File: config.mk
export PLATFORM = sky130hd
export DESIGN_NAME = iefc_ctrl
export DESIGN_NICKNAME = d
export VERILOG_FILES = /design/src/rtl/iefc_sync.v /design/src/rtl/iefc_ctrl.v
export VERILOG_INCLUDE_DIRS = /design/src /design/src/rtl
export SDC_FILE = /design/constraint.sdc
export NUM_CORES = 1
export LEC_CHECK = 0
export BUFFER_PORTS_ARGS = -buffer_cell sky130_fd_sc_hd__buf_2
export CORE_AREA = 2 2 121 123
export CTS_BUF_LIST = sky130_fd_sc_hd__clkbuf_8
export DETAILED_ROUTE_END_ITERATION = 6
export DIE_AREA = 0 0 123 125
export PLACE_DENSITY_LB_ADDON = 0.15
export SKIP_CTS_REPAIR_TIMING = 1
export SYNTH_ARGS = -nofsm -noshare
export SYNTH_HDL_FRONTEND = slang
export SYNTH_SLANG_ARGS = --single-unit
File: constraint.sdc
create_clock -name i_clk -period 3.05 [get_ports i_clk]
set_input_delay 0.61 -clock i_clk [delete_from_list [all_inputs] [get_ports i_clk]]
set_output_delay 0.61 -clock i_clk [all_outputs]
set_load 0.01 [all_outputs]
File: src/rtl/iefc_map.vh
// register map, field positions, reset values and fixed numbers of the
// interrupt enable and flag block; included by the block's control module.
`ifndef IEFC_MAP_VH
`define IEFC_MAP_VH

// ----------------------------------------------------------------------
// register byte offsets on the axi4-lite slave
// ----------------------------------------------------------------------
`define IEFC_OFF_CORE_CTRL      8'h00
`define IEFC_OFF_PERIPH_EN      8'h04
`define IEFC_OFF_TIMER0_COUNT   8'h08
`define IEFC_OFF_EDGE_CFG       8'h0C
`define IEFC_OFF_CHANGE_EN      8'h10
`define IEFC_OFF_CHANGE_STAT    8'h14
`define IEFC_OFF_IRQ_STAT       8'h18
`define IEFC_OFF_IRQ_MASK       8'h1C
`define IEFC_OFF_PERIPH_FLAGS   8'h20

// ----------------------------------------------------------------------
// core interrupt control fields
// ----------------------------------------------------------------------
`define IEFC_GEN_BIT            7
`define IEFC_PGEN_BIT           6
`define IEFC_T0EN_BIT           5
`define IEFC_EXTIE_BIT          4
`define IEFC_CHGIE_BIT          3
`define IEFC_T0FL_BIT           2
`define IEFC_EXTIF_BIT          1
`define IEFC_CHGIF_BIT          0

// ----------------------------------------------------------------------
// sticky event status fields (status and mask share this layout)
// ----------------------------------------------------------------------
`define IEFC_EV_TIMER0          0
`define IEFC_EV_EXT_PIN         1
`define IEFC_EV_CHANGE          2
`define IEFC_EV_TAKEN           3
`define IEFC_EV_WIDTH           4

// ----------------------------------------------------------------------
// reset values and fixed numbers
// ----------------------------------------------------------------------
`define IEFC_RST_BYTE           8'h00
`define IEFC_RST_EV             4'h0
`define IEFC_IRQ_VECTOR         13'h0004
`define IEFC_TIMER0_TOP         8'hFF
`define IEFC_RESP_OKAY          2'h0
`define IEFC_RESP_SLVERR        2'h2

`endif

File: src/rtl/iefc_sync.v
// two-stage synchroniser for a group of asynchronous pin levels.
// assumes the pins are quiet levels; the ce input freezes both stages.
`timescale 1ns/1ps
`default_nettype none

module iefc_sync #(
   parameter WIDTH = 1
) (
   input wire i_clk,
   input wire i_rst,
   input wire i_ce,
   input wire [WIDTH-1:0] i_async,
   output wire [WIDTH-1:0] o_sync
);

   // ------------------------------------------------------------------
   // stages
   // ------------------------------------------------------------------
   reg [WIDTH-1:0] meta; // first stage, read only by the second
   reg [WIDTH-1:0] stable; // second stage, safe to use

   // shift the pins through both stages
   always @(posedge i_clk or posedge i_rst) begin
      if (i_rst) begin
         meta <= {WIDTH{1'b0}};
         stable <= {WIDTH{1'b0}};
      end else if (i_ce) begin
         meta <= i_async;
         stable <= meta;
      end
   end

   assign o_sync = stable;

endmodule

`default_nettype wire

File: src/rtl/iefc_ctrl.v
// interrupt enable and flag control for a small processor core: core
// control register, first peripheral enable register, timer0 count,
// external edge pin and pin-change detection, and the core request.
// assumes an axi4-lite master on i_clk, peripheral flags as same-clock
// levels, and a core that pulses i_irq_taken / i_irq_return.
`timescale 1ns/1ps
`default_nettype none
`include "iefc_map.vh"

// Notes on behaviour
// - global enable gates every request to core
// - peripheral group enable gates all peripheral sources
// - timer0 and external flags set regardless of any enable bit
// - timer0 overflow enable masks timer0 flag
// - external pin enable masks external pin flag
// - pin change needs per-pin enables too
// - timer0 rollover sets flag; software clears it
// - timer0 count keeps its value through reset
// - external flag stays set until software clears
// - change flag shows any enabled pin changed
// - serial transmit and receive enables unmask
// - bus collision and sync port enables unmask
// - capture/compare two and one enables unmask
// - timer2 and timer1 enables unmask
// - taking interrupt clears global enable, vectors
// - edge select picks rising or falling edge
module iefc_ctrl #(
   parameter ADDR_W = 8,
   parameter CHG_PINS = 8
) (
   input wire i_clk,
   input wire i_rst,
   input wire i_ce,
   // axi4-lite slave
   input wire [ADDR_W-1:0] i_awaddr,
   input wire [2:0] i_awprot,
   input wire i_awvalid,
   output wire o_awready,
   input wire [31:0] i_wdata,
   input wire [3:0] i_wstrb,
   input wire i_wvalid,
   output wire o_wready,
   output reg [1:0] o_bresp,
   output reg o_bvalid,
   input wire i_bready,
   input wire [ADDR_W-1:0] i_araddr,
   input wire [2:0] i_arprot,
   input wire i_arvalid,
   output wire o_arready,
   output reg [31:0] o_rdata,
   output reg [1:0] o_rresp,
   output reg o_rvalid,
   input wire i_rready,
   // pins and peripherals
   input wire i_ext_pin,
   input wire [CHG_PINS-1:0] i_change_pins,
   input wire [7:0] i_periph_flags,
   input wire i_timer0_inc,
   // processor core
   input wire i_irq_taken,
   input wire i_irq_return,
   output reg o_core_irq,
   output reg o_push_ret,
   output reg [12:0] o_vector,
   // system interrupt
   output reg o_irq
);

   // ------------------------------------------------------------------
   // helpers
   // ------------------------------------------------------------------
   // true when an address selects the register at a given offset
   function hit;
      input [ADDR_W-1:0] addr;
      input [7:0] off;
      begin
         hit = (addr[7:2] == off[7:2]);
      end
   endfunction

   // byte-lane zero merged into an 8-bit register under its strobe
   function [7:0] lane0;
      input [7:0] old;
      input [31:0] data;
      input [3:0] strb;
      begin
         lane0 = strb[0] ? data[7:0] : old;
      end
   endfunction

   // ------------------------------------------------------------------
   // state
   // ------------------------------------------------------------------
   reg [7:0] ctrl_en; // enable bits 7..3 of the core control register
   reg t0_flag; // timer0 overflow flag
   reg ext_flag; // external pin flag
   reg [7:0] pen1; // first peripheral enable register
   reg [7:0] timer0_count; // timer0 counter, no reset
   reg edge_sel; // 1 rising, 0 falling
   reg [CHG_PINS-1:0] chg_en; // per-pin change enables
   reg [CHG_PINS-1:0] chg_pend; // per-pin change seen
   reg [`IEFC_EV_WIDTH-1:0] ev_stat; // sticky event status
   reg [`IEFC_EV_WIDTH-1:0] ev_mask; // event mask
   reg ext_prev; // last synced external level
   reg [CHG_PINS-1:0] chg_prev; // last synced change pins
   reg aw_full; // write address held
   reg w_full; // write data held
   reg [ADDR_W-1:0] aw_addr; // held write address
   reg [31:0] w_data; // held write data
   reg [3:0] w_strb; // held strobes

   wire ext_sync; // external pin after synchroniser
   wire [CHG_PINS-1:0] chg_sync; // change pins after synchroniser
   wire chg_flag; // pin change flag, derived
   wire do_wr; // register write happens this edge
   wire do_rd; // read address taken this edge
   wire ext_edge; // valid external edge
   wire [CHG_PINS-1:0] chg_edge; // enabled pin toggled
   wire t0_roll; // timer0 rolls over
   wire taken; // core takes an interrupt
   wire wr_ctrl, wr_pen1, wr_t0, wr_edge, wr_chen, wr_chst, wr_evst, wr_evmk;
   wire any_mapped_wr; // write hits a register
   wire [7:0] wb; // write byte
   wire next_core_irq; // request to the core
   wire [`IEFC_EV_WIDTH-1:0] ev_set; // events this cycle

   // ------------------------------------------------------------------
   // pin synchronisers
   // ------------------------------------------------------------------
   iefc_sync #(
      .WIDTH(CHG_PINS + 1)
   ) u_sync (
      .i_clk(i_clk),
      .i_rst(i_rst),
      .i_ce(i_ce),
      .i_async({i_ext_pin, i_change_pins}),
      .o_sync({ext_sync, chg_sync})
   );

   // ------------------------------------------------------------------
   // event detection
   // ------------------------------------------------------------------
   assign ext_edge = edge_sel ? (ext_sync & ~ext_prev) : (~ext_sync & ext_prev);
   assign chg_edge = (chg_sync ^ chg_prev) & chg_en;
   assign chg_flag = |chg_pend;
   assign t0_roll = i_timer0_inc & (timer0_count == `IEFC_TIMER0_TOP) & ~wr_t0;
   assign taken = i_irq_taken & ctrl_en[`IEFC_GEN_BIT];

   // remember previous synced levels for edge detection
   always @(posedge i_clk or posedge i_rst) begin
      if (i_rst) begin
         ext_prev <= 1'b0;
         chg_prev <= {CHG_PINS{1'b0}};
      end else if (i_ce) begin
         ext_prev <= ext_sync;
         chg_prev <= chg_sync;
      end
   end

   // ------------------------------------------------------------------
   // axi4-lite write channel
   // ------------------------------------------------------------------
   assign o_awready = ~aw_full & ~o_bvalid & i_ce;
   assign o_wready = ~w_full & ~o_bvalid & i_ce;
   assign do_wr = aw_full & w_full & ~o_bvalid & i_ce;
   assign wb = w_data[7:0];
   assign wr_ctrl = do_wr & hit(aw_addr, `IEFC_OFF_CORE_CTRL);
   assign wr_pen1 = do_wr & hit(aw_addr, `IEFC_OFF_PERIPH_EN);
   assign wr_t0 = do_wr & hit(aw_addr, `IEFC_OFF_TIMER0_COUNT) & w_strb[0];
   assign wr_edge = do_wr & hit(aw_addr, `IEFC_OFF_EDGE_CFG);
   assign wr_chen = do_wr & hit(aw_addr, `IEFC_OFF_CHANGE_EN);
   assign wr_chst = do_wr & hit(aw_addr, `IEFC_OFF_CHANGE_STAT) & w_strb[0];
   assign wr_evst = do_wr & hit(aw_addr, `IEFC_OFF_IRQ_STAT) & w_strb[0];
   assign wr_evmk = do_wr & hit(aw_addr, `IEFC_OFF_IRQ_MASK);
   assign any_mapped_wr = hit(aw_addr, `IEFC_OFF_CORE_CTRL) | hit(aw_addr, `IEFC_OFF_PERIPH_EN)
      | hit(aw_addr, `IEFC_OFF_TIMER0_COUNT) | hit(aw_addr, `IEFC_OFF_EDGE_CFG)
      | hit(aw_addr, `IEFC_OFF_CHANGE_EN) | hit(aw_addr, `IEFC_OFF_CHANGE_STAT)
      | hit(aw_addr, `IEFC_OFF_IRQ_STAT) | hit(aw_addr, `IEFC_OFF_IRQ_MASK);

   // hold address and data in either order, answer once both are held
   always @(posedge i_clk or posedge i_rst) begin
      if (i_rst) begin
         aw_full <= 1'b0;
         w_full <= 1'b0;
         aw_addr <= {ADDR_W{1'b0}};
         w_data <= 32'h00000000;
         w_strb <= 4'h0;
         o_bvalid <= 1'b0;
         o_bresp <= `IEFC_RESP_OKAY;
      end else if (i_ce) begin
         if (i_awvalid & o_awready) begin
            aw_full <= 1'b1;
            aw_addr <= i_awaddr;
         end
         if (i_wvalid & o_wready) begin
            w_full <= 1'b1;
            w_data <= i_wdata;
            w_strb <= i_wstrb;
         end
         if (do_wr) begin
            // write performed, release holders and answer
            aw_full <= 1'b0;
            w_full <= 1'b0;
            o_bvalid <= 1'b1;
            o_bresp <= any_mapped_wr ? `IEFC_RESP_OKAY : `IEFC_RESP_SLVERR;
         end else if (o_bvalid & i_bready) begin
            o_bvalid <= 1'b0;
         end
      end
   end

   // ------------------------------------------------------------------
   // core control and peripheral enable registers
   // ------------------------------------------------------------------
   // enables and core flags; hardware sets win over software clears
   always @(posedge i_clk or posedge i_rst) begin
      if (i_rst) begin
         ctrl_en <= `IEFC_RST_BYTE;
         t0_flag <= 1'b0;
         ext_flag <= 1'b0;
         pen1 <= `IEFC_RST_BYTE;
         edge_sel <= 1'b0;
         chg_en <= {CHG_PINS{1'b0}};
      end else if (i_ce) begin
         if (wr_ctrl & w_strb[0]) begin
            ctrl_en <= {wb[7:3], 3'b000};
         end
         // core takes the interrupt: drop global enable
         if (taken) begin
            ctrl_en[`IEFC_GEN_BIT] <= 1'b0;
         end else if (i_irq_return) begin
            // return from service sets global enable again
            ctrl_en[`IEFC_GEN_BIT] <= 1'b1;
         end
         // flags set with no regard to enables
         t0_flag <= t0_roll | ((wr_ctrl & w_strb[0]) ? wb[`IEFC_T0FL_BIT] : t0_flag);
         ext_flag <= ext_edge | ((wr_ctrl & w_strb[0]) ? wb[`IEFC_EXTIF_BIT] : ext_flag);
         if (wr_pen1) begin
            pen1 <= lane0(pen1, w_data, w_strb);
         end
         if (wr_edge & w_strb[0]) begin
            edge_sel <= wb[0];
         end
         if (wr_chen & w_strb[0]) begin
            chg_en <= wb[CHG_PINS-1:0];
         end
      end
   end

   // per-pin change seen, cleared by writing one; a new change wins
   always @(posedge i_clk or posedge i_rst) begin
      if (i_rst) begin
         chg_pend <= {CHG_PINS{1'b0}};
      end else if (i_ce) begin
         chg_pend <= chg_edge | (chg_pend & ~(wr_chst ? wb[CHG_PINS-1:0] : {CHG_PINS{1'b0}}));
      end
   end

   // ------------------------------------------------------------------
   // timer0 count
   // ------------------------------------------------------------------
   // kept through reset on purpose; software loads it before use
   always @(posedge i_clk) begin
      if (i_ce) begin
         if (wr_t0) begin
            timer0_count <= wb;
         end else if (i_timer0_inc) begin
            timer0_count <= timer0_count + 8'h01;
         end
      end
   end

   // ------------------------------------------------------------------
   // core request and vectoring
   // ------------------------------------------------------------------
   assign next_core_irq = ctrl_en[`IEFC_GEN_BIT] & ~taken & (
      (ctrl_en[`IEFC_T0EN_BIT] & t0_flag)
      | (ctrl_en[`IEFC_EXTIE_BIT] & ext_flag)
      | (ctrl_en[`IEFC_CHGIE_BIT] & chg_flag)
      | (ctrl_en[`IEFC_PGEN_BIT] & (|(pen1 & i_periph_flags))));

   // registered request, return push pulse and vector
   always @(posedge i_clk or posedge i_rst) begin
      if (i_rst) begin
         o_core_irq <= 1'b0;
         o_push_ret <= 1'b0;
         o_vector <= 13'h0000;
      end else if (i_ce) begin
         o_core_irq <= next_core_irq;
         o_push_ret <= taken;
         if (taken) begin
            o_vector <= `IEFC_IRQ_VECTOR;
         end
      end
   end

   // ------------------------------------------------------------------
   // system interrupt status and mask
   // ------------------------------------------------------------------
   assign ev_set = {taken, |chg_edge, ext_edge, t0_roll};

   // sticky status, write one to clear, set wins
   always @(posedge i_clk or posedge i_rst) begin
      if (i_rst) begin
         ev_stat <= `IEFC_RST_EV;
         ev_mask <= `IEFC_RST_EV;
         o_irq <= 1'b0;
      end else if (i_ce) begin
         ev_stat <= ev_set | (ev_stat & ~(wr_evst ? wb[`IEFC_EV_WIDTH-1:0] : `IEFC_RST_EV));
         if (wr_evmk & w_strb[0]) begin
            ev_mask <= wb[`IEFC_EV_WIDTH-1:0];
         end
         o_irq <= |(ev_stat & ev_mask);
      end
   end

   // ------------------------------------------------------------------
   // axi4-lite read channel
   // ------------------------------------------------------------------
   assign o_arready = ~o_rvalid & i_ce;
   assign do_rd = i_arvalid & o_arready;

   // read data registered one cycle after the address is taken
   always @(posedge i_clk or posedge i_rst) begin
      if (i_rst) begin
         o_rvalid <= 1'b0;
         o_rdata <= 32'h00000000;
         o_rresp <= `IEFC_RESP_OKAY;
      end else if (i_ce) begin
         if (do_rd) begin
            o_rvalid <= 1'b1;
            o_rresp <= `IEFC_RESP_OKAY;
            o_rdata <= 32'h00000000;
            if (hit(i_araddr, `IEFC_OFF_CORE_CTRL)) begin
               o_rdata[7:0] <= {ctrl_en[7:3], t0_flag, ext_flag, chg_flag};
            end else if (hit(i_araddr, `IEFC_OFF_PERIPH_EN)) begin
               o_rdata[7:0] <= pen1;
            end else if (hit(i_araddr, `IEFC_OFF_TIMER0_COUNT)) begin
               o_rdata[7:0] <= timer0_count;
            end else if (hit(i_araddr, `IEFC_OFF_EDGE_CFG)) begin
               o_rdata[0] <= edge_sel;
            end else if (hit(i_araddr, `IEFC_OFF_CHANGE_EN)) begin
               o_rdata[CHG_PINS-1:0] <= chg_en;
            end else if (hit(i_araddr, `IEFC_OFF_CHANGE_STAT)) begin
               o_rdata[CHG_PINS-1:0] <= chg_pend;
            end else if (hit(i_araddr, `IEFC_OFF_IRQ_STAT)) begin
               o_rdata[`IEFC_EV_WIDTH-1:0] <= ev_stat;
            end else if (hit(i_araddr, `IEFC_OFF_IRQ_MASK)) begin
               o_rdata[`IEFC_EV_WIDTH-1:0] <= ev_mask;
            end else if (hit(i_araddr, `IEFC_OFF_PERIPH_FLAGS)) begin
               o_rdata[7:0] <= i_periph_flags;
            end else begin
               // unmapped: zero data, slave error
               o_rresp <= `IEFC_RESP_SLVERR;
            end
         end else if (o_rvalid & i_rready) begin
            o_rvalid <= 1'b0;
         end
      end
   end

endmodule

`default_nettype wire

After elaboration in Yosys (flattened, before gate mapping)
Index checks and enable logic that the tools add are counted.
{"block": "classes", "addsub": 1, "n_eq_ne": 16, "n_mux": 40, "bitwise": 69, "n_reduce_logical": 28}
{"cell": "$mux 8", "n": 10}
{"cell": "$eq 6x3->1 const B", "n": 8}
{"cell": "$and 1x1->1", "n": 39}
{"cell": "$reduce_and 2->1", "n": 15}
{"cell": "$and 8x8->8", "n": 3}
{"cell": "$eq 6x2->1 const B", "n": 4}
{"cell": "$reduce_or 8->1", "n": 3}
{"cell": "$mux 2", "n": 10}
{"cell": "$mux 4", "n": 5}
{"cell": "$mux 1", "n": 14}
{"cell": "$eq 6x1->1 const B", "n": 2}
{"cell": "$logic_not 6->1", "n": 2}
{"cell": "$or 1x1->1", "n": 12}
{"cell": "$reduce_bool 2->1", "n": 5}
{"cell": "$add 8x1->8 const B", "n": 1}
{"cell": "$and 4x4->4", "n": 2}
{"cell": "$eq 8x8->1 const B", "n": 1}
{"cell": "$not 1->1", "n": 8}
{"cell": "$not 8->8", "n": 1}
{"cell": "$or 8x8->8", "n": 1}
{"cell": "$xor 8x8->8", "n": 1}
{"cell": "$mux 7", "n": 1}
{"cell": "$eq 6x4->1 const B", "n": 1}
{"cell": "$not 4->4", "n": 1}
{"cell": "other kinds (4)", "n": 4}
{"block": "word_totals", "register_bits": 112, "input_bits": 86, "output_inout_bits": 57, "wordCells": 183}

Depth between registers and ports, before layout
{"block": "logic_depth", "word_depth": 10, "ltp_mapped": 7, "depth_no_buf": 6}

By module
Synthesis repeated with hierarchy kept, for this count alone.
{"block": "unflattened", "hier_cells": 493, "area_unflattened_um2": 5564.1}
{"mod": "iefc_ctrl", "instances": 1, "cells_per_inst": 454, "area_each_um2": 4838.4, "seq_area_each_um2": 2292.2}
{"mod": "iefc_sync", "instances": 1, "cells_per_inst": 39, "area_each_um2": 725.7, "seq_area_each_um2": 450.4}

Least setup slack after synthesis
No wires, ideal clock.
{"block": "synth_timing", "kind": "input to register", "startpoint": "in i_ce", "endpoint": "reg timer0_count[0] (enable)", "setup_ns": 0.385, "arrival_ns": 2.059, "t_required_ns": 2.665, "slack_ns": 0.606, "path_stages": 5, "path_buffers": 1, "path_cell_list": "and4b_1 > clkbuf_1 > and3_1 > nand3_2 > a21boi_0"}
{"block": "synth_via", "elab_chain_len": 5}
{"item": "start, declared", "line_no": "iefc_ctrl.v:33", "rtl": "input wire i_ce,"}
{"item": "$and 1x1->1", "line_no": "iefc_ctrl.v:165", "rtl": "assign do_wr = aw_full & w_full & ~o_bvalid & i_ce;"}
{"item": "$and 1x1->1 (2 in series)", "line_no": "iefc_ctrl.v:169", "rtl": "assign wr_t0 = do_wr & hit(aw_addr, `IEFC_OFF_TIMER0_COUNT) & w_strb[0];"}
{"item": "$reduce_bool 2->1 (no line)"}
{"item": "$reduce_and 2->1 (no line) *"}
{"item": "end signal, assigned", "line_no": "iefc_ctrl.v:266", "rtl": "timer0_count <= wb;"}
{"item": "end signal, assigned", "line_no": "iefc_ctrl.v:268", "rtl": "timer0_count <= timer0_count + 8'h01;"}
{"item": "end, declared", "line_no": "iefc_ctrl.v:98", "rtl": "reg [7:0] timer0_count;"}
Every way passes the cells marked *; elsewhere a longest branch is shown, timed or not.
A chain may end at the register's enable or synchronous reset.

Worst setup path after layout
{"block": "layout_timing", "startpoint": "reg o_bvalid", "endpoint": "reg timer0_count[3] (enable)"}
{"block": "layout_via", "elab_chain_len": 7}
{"item": "start, declared", "line_no": "iefc_ctrl.v:44", "rtl": "output reg o_bvalid,"}
{"item": "start signal, assigned", "line_no": "iefc_ctrl.v:188", "rtl": "o_bvalid <= 1'b0;"}
{"item": "start signal, assigned", "line_no": "iefc_ctrl.v:204", "rtl": "o_bvalid <= 1'b1;"}
{"item": "start signal, assigned", "line_no": "iefc_ctrl.v:207", "rtl": "o_bvalid <= 1'b0;"}
{"item": "$not 1->1", "line_no": "iefc_ctrl.v:165"}
{"item": "$and 1x1->1 (2 in series)", "line_no": "iefc_ctrl.v:165"}
{"item": "$and 1x1->1 (2 in series)", "line_no": "iefc_ctrl.v:169"}
{"item": "$reduce_bool 2->1 (no line)"}
{"item": "$reduce_and 2->1 (no line)"}
No other way between the ends.

==> run metrics <==
hold_ws approximately 0.35 ns; Final Setup Violations 0; sequential fraction of the synthesis area 49.3%; worst slew pin tran 0.825 ns; post-synthesis cell count 530; Longest Clk Path Bufs 2; Hold Fails Final Rpt 0; CTS sink cnt 108; Syn Std Cell Area 0.00556 mm²; top-count cell post-synth dfrtp_1; clock skew 0.0102 ns; vias in the first global route 3,871; Routed WL 13.5 mm; largest net degree at the start of global routing about 100; P&R area growth vs syn 9.56%; Overall Global Routing Usage 18.5%; ys async rst share 92.6%; DIE AREA around 0.015 mm²; initial antenna violation count 0; Mapped Avg Cell Area between 10 and 15 µm²; Ys Warns 0; Max-slew headroom between 40% and 50%; RD Place Congestion 0.819; Multi-input gate area 0.00252 mm²; DRT Pass-1 Iters 5; crit-path max FO 18; Detail Route Antenna Nets 0; layout cells sized above 1 around 25%; initial core utilization between 30% and 40%; Cell variety after synth 60; max_cap viols 0; Critical Path End Type register; Period Utilization, post-route 73.7%; grt ovf 0; Fin Setup TNS 0 ns; Clock Latency Late Sink 0.39 ns; post-synth top area share 45.0%; slowest CP cell dfrtp_1; num rows 44; detailed-route via count 4,041; ranking of synthesized cells by area dfrtp_1 (45%), mux2_2 (9.7%), buf_4 (5.3%); Die Wd 123 µm; n_diodes 0; average wire per standard cell 17.3 µm; Reg area between 0.002 and 0.003 mm²; I/O pin total approximately 140; status finished clean; worst IR drop on VDD just over 400 µV; Power Dens Cells approximately 630 mW/mm²; Filler cells 1,413; commonest cells in the synthesized netlist dfrtp_1 (100), nand2_1 (76), mux2_2 (48); Max Slew Vio Count 0; CTS Buf Count 9; max incr delay on CP 0.44 ns; root buf cell clkbuf_8; HP Class in2async; Most used DFF post-synth dfrtp_1; via/cell ratio 5.19; # port buffers 67; fmax 445 MHz; Setup CP Type reg2reg; Tmin final 2.25 ns; critical-path cell list and4b_1 > and3_1 > nand3_2 > a21boi_0 > buf_4; H-tree depth 3; dpl hpwl 9.83 mm; first-pass GRT wire length 21.5 mm; startpoint types register; Critical Path AT 2.35 ns; #FFs+latches synth 108; core area 0.0142 mm²; RSZ-0062 raised after global routing no; layout net count 677; DRC viols 0; Clk pin slew, worst setup/hold paths 0.10 ns; CTS tree yes; Post-synth EDFFs 8; die height 125 µm; post-synth top area cell dfrtp_1; Req. time, crit path 3.15 ns; 1st-iter DRT viols between 200 and 300; leak pwr 2.78 nW
-- layer usage --
metal	wire length [µm]	vias up	share of wire (%)	track usage, %
met5	0	-	0	0
met1	6320	1973	47	26.8
met2	6080	131	45	27.7
met3	720	18	5.3	2.65
li1	-	1919	-	-
met4	342	0	2.5	7.49
-- report_power, final --
group / total [W] / switching [W] / internal [W]
clock: 0.000776 / 0.000489 / 0.000287
sequential: 0.00215 / 0.000382 / 0.00177
combinational: 0.000928 / 0.000495 / 0.000433
-- metrics by stage --
step	setup WS [ns]	cell area [µm²]	util, %	instances	power [W]
4_1_cts	0.826	6090	42.9	779	0.00389
6_report	0.801	6090	42.9	779	0.00386
2_1_floorplan	0.606	5710	-	567	0.00276
5_1_grt	0.593	6090	42.9	779	0.00411
3_5_place_dp	0.621	5930	41.8	763	0.00312
3_3_place_gp	0.677	5930	41.8	763	0.00309
-- area by class of cell --
class                   count  area share [%]
flip-flops and latches    108            45.0
multi-input cells         386            41.3
repair buffers             73            6.45
well taps                 184            3.78
clock buffers               9            2.03
inverters                  12           0.801
clock inverters             7           0.616
-- worst max-delay path: cells and delay by family, from the launching register on --
family	cells	cell delay, ns
AND/OR/NAND/NOR	3	1.04
AO/OA/AOI/OAI	1	0.28
flip-flops	1	0.44
buffers and inverters	1	0.20
-- cells in the final DEF, fill, tap and decap left out, types with 2 or more instances in the layout --
master      count
a21boi_0        4
a21o_1          5
a21oi_1        10
a221oi_1        7
a22o_1          8
a22oi_1        12
a31o_2          2
a31oi_1         3
a32o_1          2
and2_1          4
and3_1          4
buf_2          67
buf_4           5
clkbuf_8        9
clkinv_2        2
clkinvlp_4      2
conb_1         38
dfrtp_1       100
edfxtp_1        8
inv_1          14
mux2_2         48
mux2_4          4
mux2i_1         6
nand2_1        76
nand2_2         2
nand2b_1       15
nand3_1        10
nand4_1         3
nor2_1         22
nor2b_1         9
nor3_1          3
nor4_1          4
o211ai_1        6
o21ai_0        35
o2bb2ai_1       4
o31ai_1         4
xnor2_1         2
xor2_1         12
-- final timing paths --
kind	from	endpoint	slack (ns)	cells past startpoint
setup / recovery	o_bvalid	timer0_count[3]	0.80	5
hold / removal	i_rst	w_data[6]	0.35	3
setup reg to reg	o_bvalid	timer0_count[3]	0.80	5
hold reg to reg	o_vector[2]	o_vector[2]	0.47	1
max in group asynchronous	i_rst	u_sync.meta[7]	2.28	3
min in group i_clk	i_wdata[0]	w_data[0]	0.43	3
-- kinds of logic (layout without fill, tap and decap cells) --
family | after synthesis | after routing | share of synthesized area [%]
AO/OA/AOI/OAI | 106 | 106 | 12.8
flip-flops | 108 | 108 | 49.3
multiplexers | 58 | 58 | 11.9
XOR/XNOR | 14 | 14 | 2.20
other | 1 | 38 | 0.0674
buffers and inverters | 73 | 101 | 7.92
adder cells (fa/ha/maj) | 1 | 1 | 0.225
AND/OR/NAND/NOR | 169 | 169 | 15.6
No activity file was read; power rests on OpenSTA's default activity.
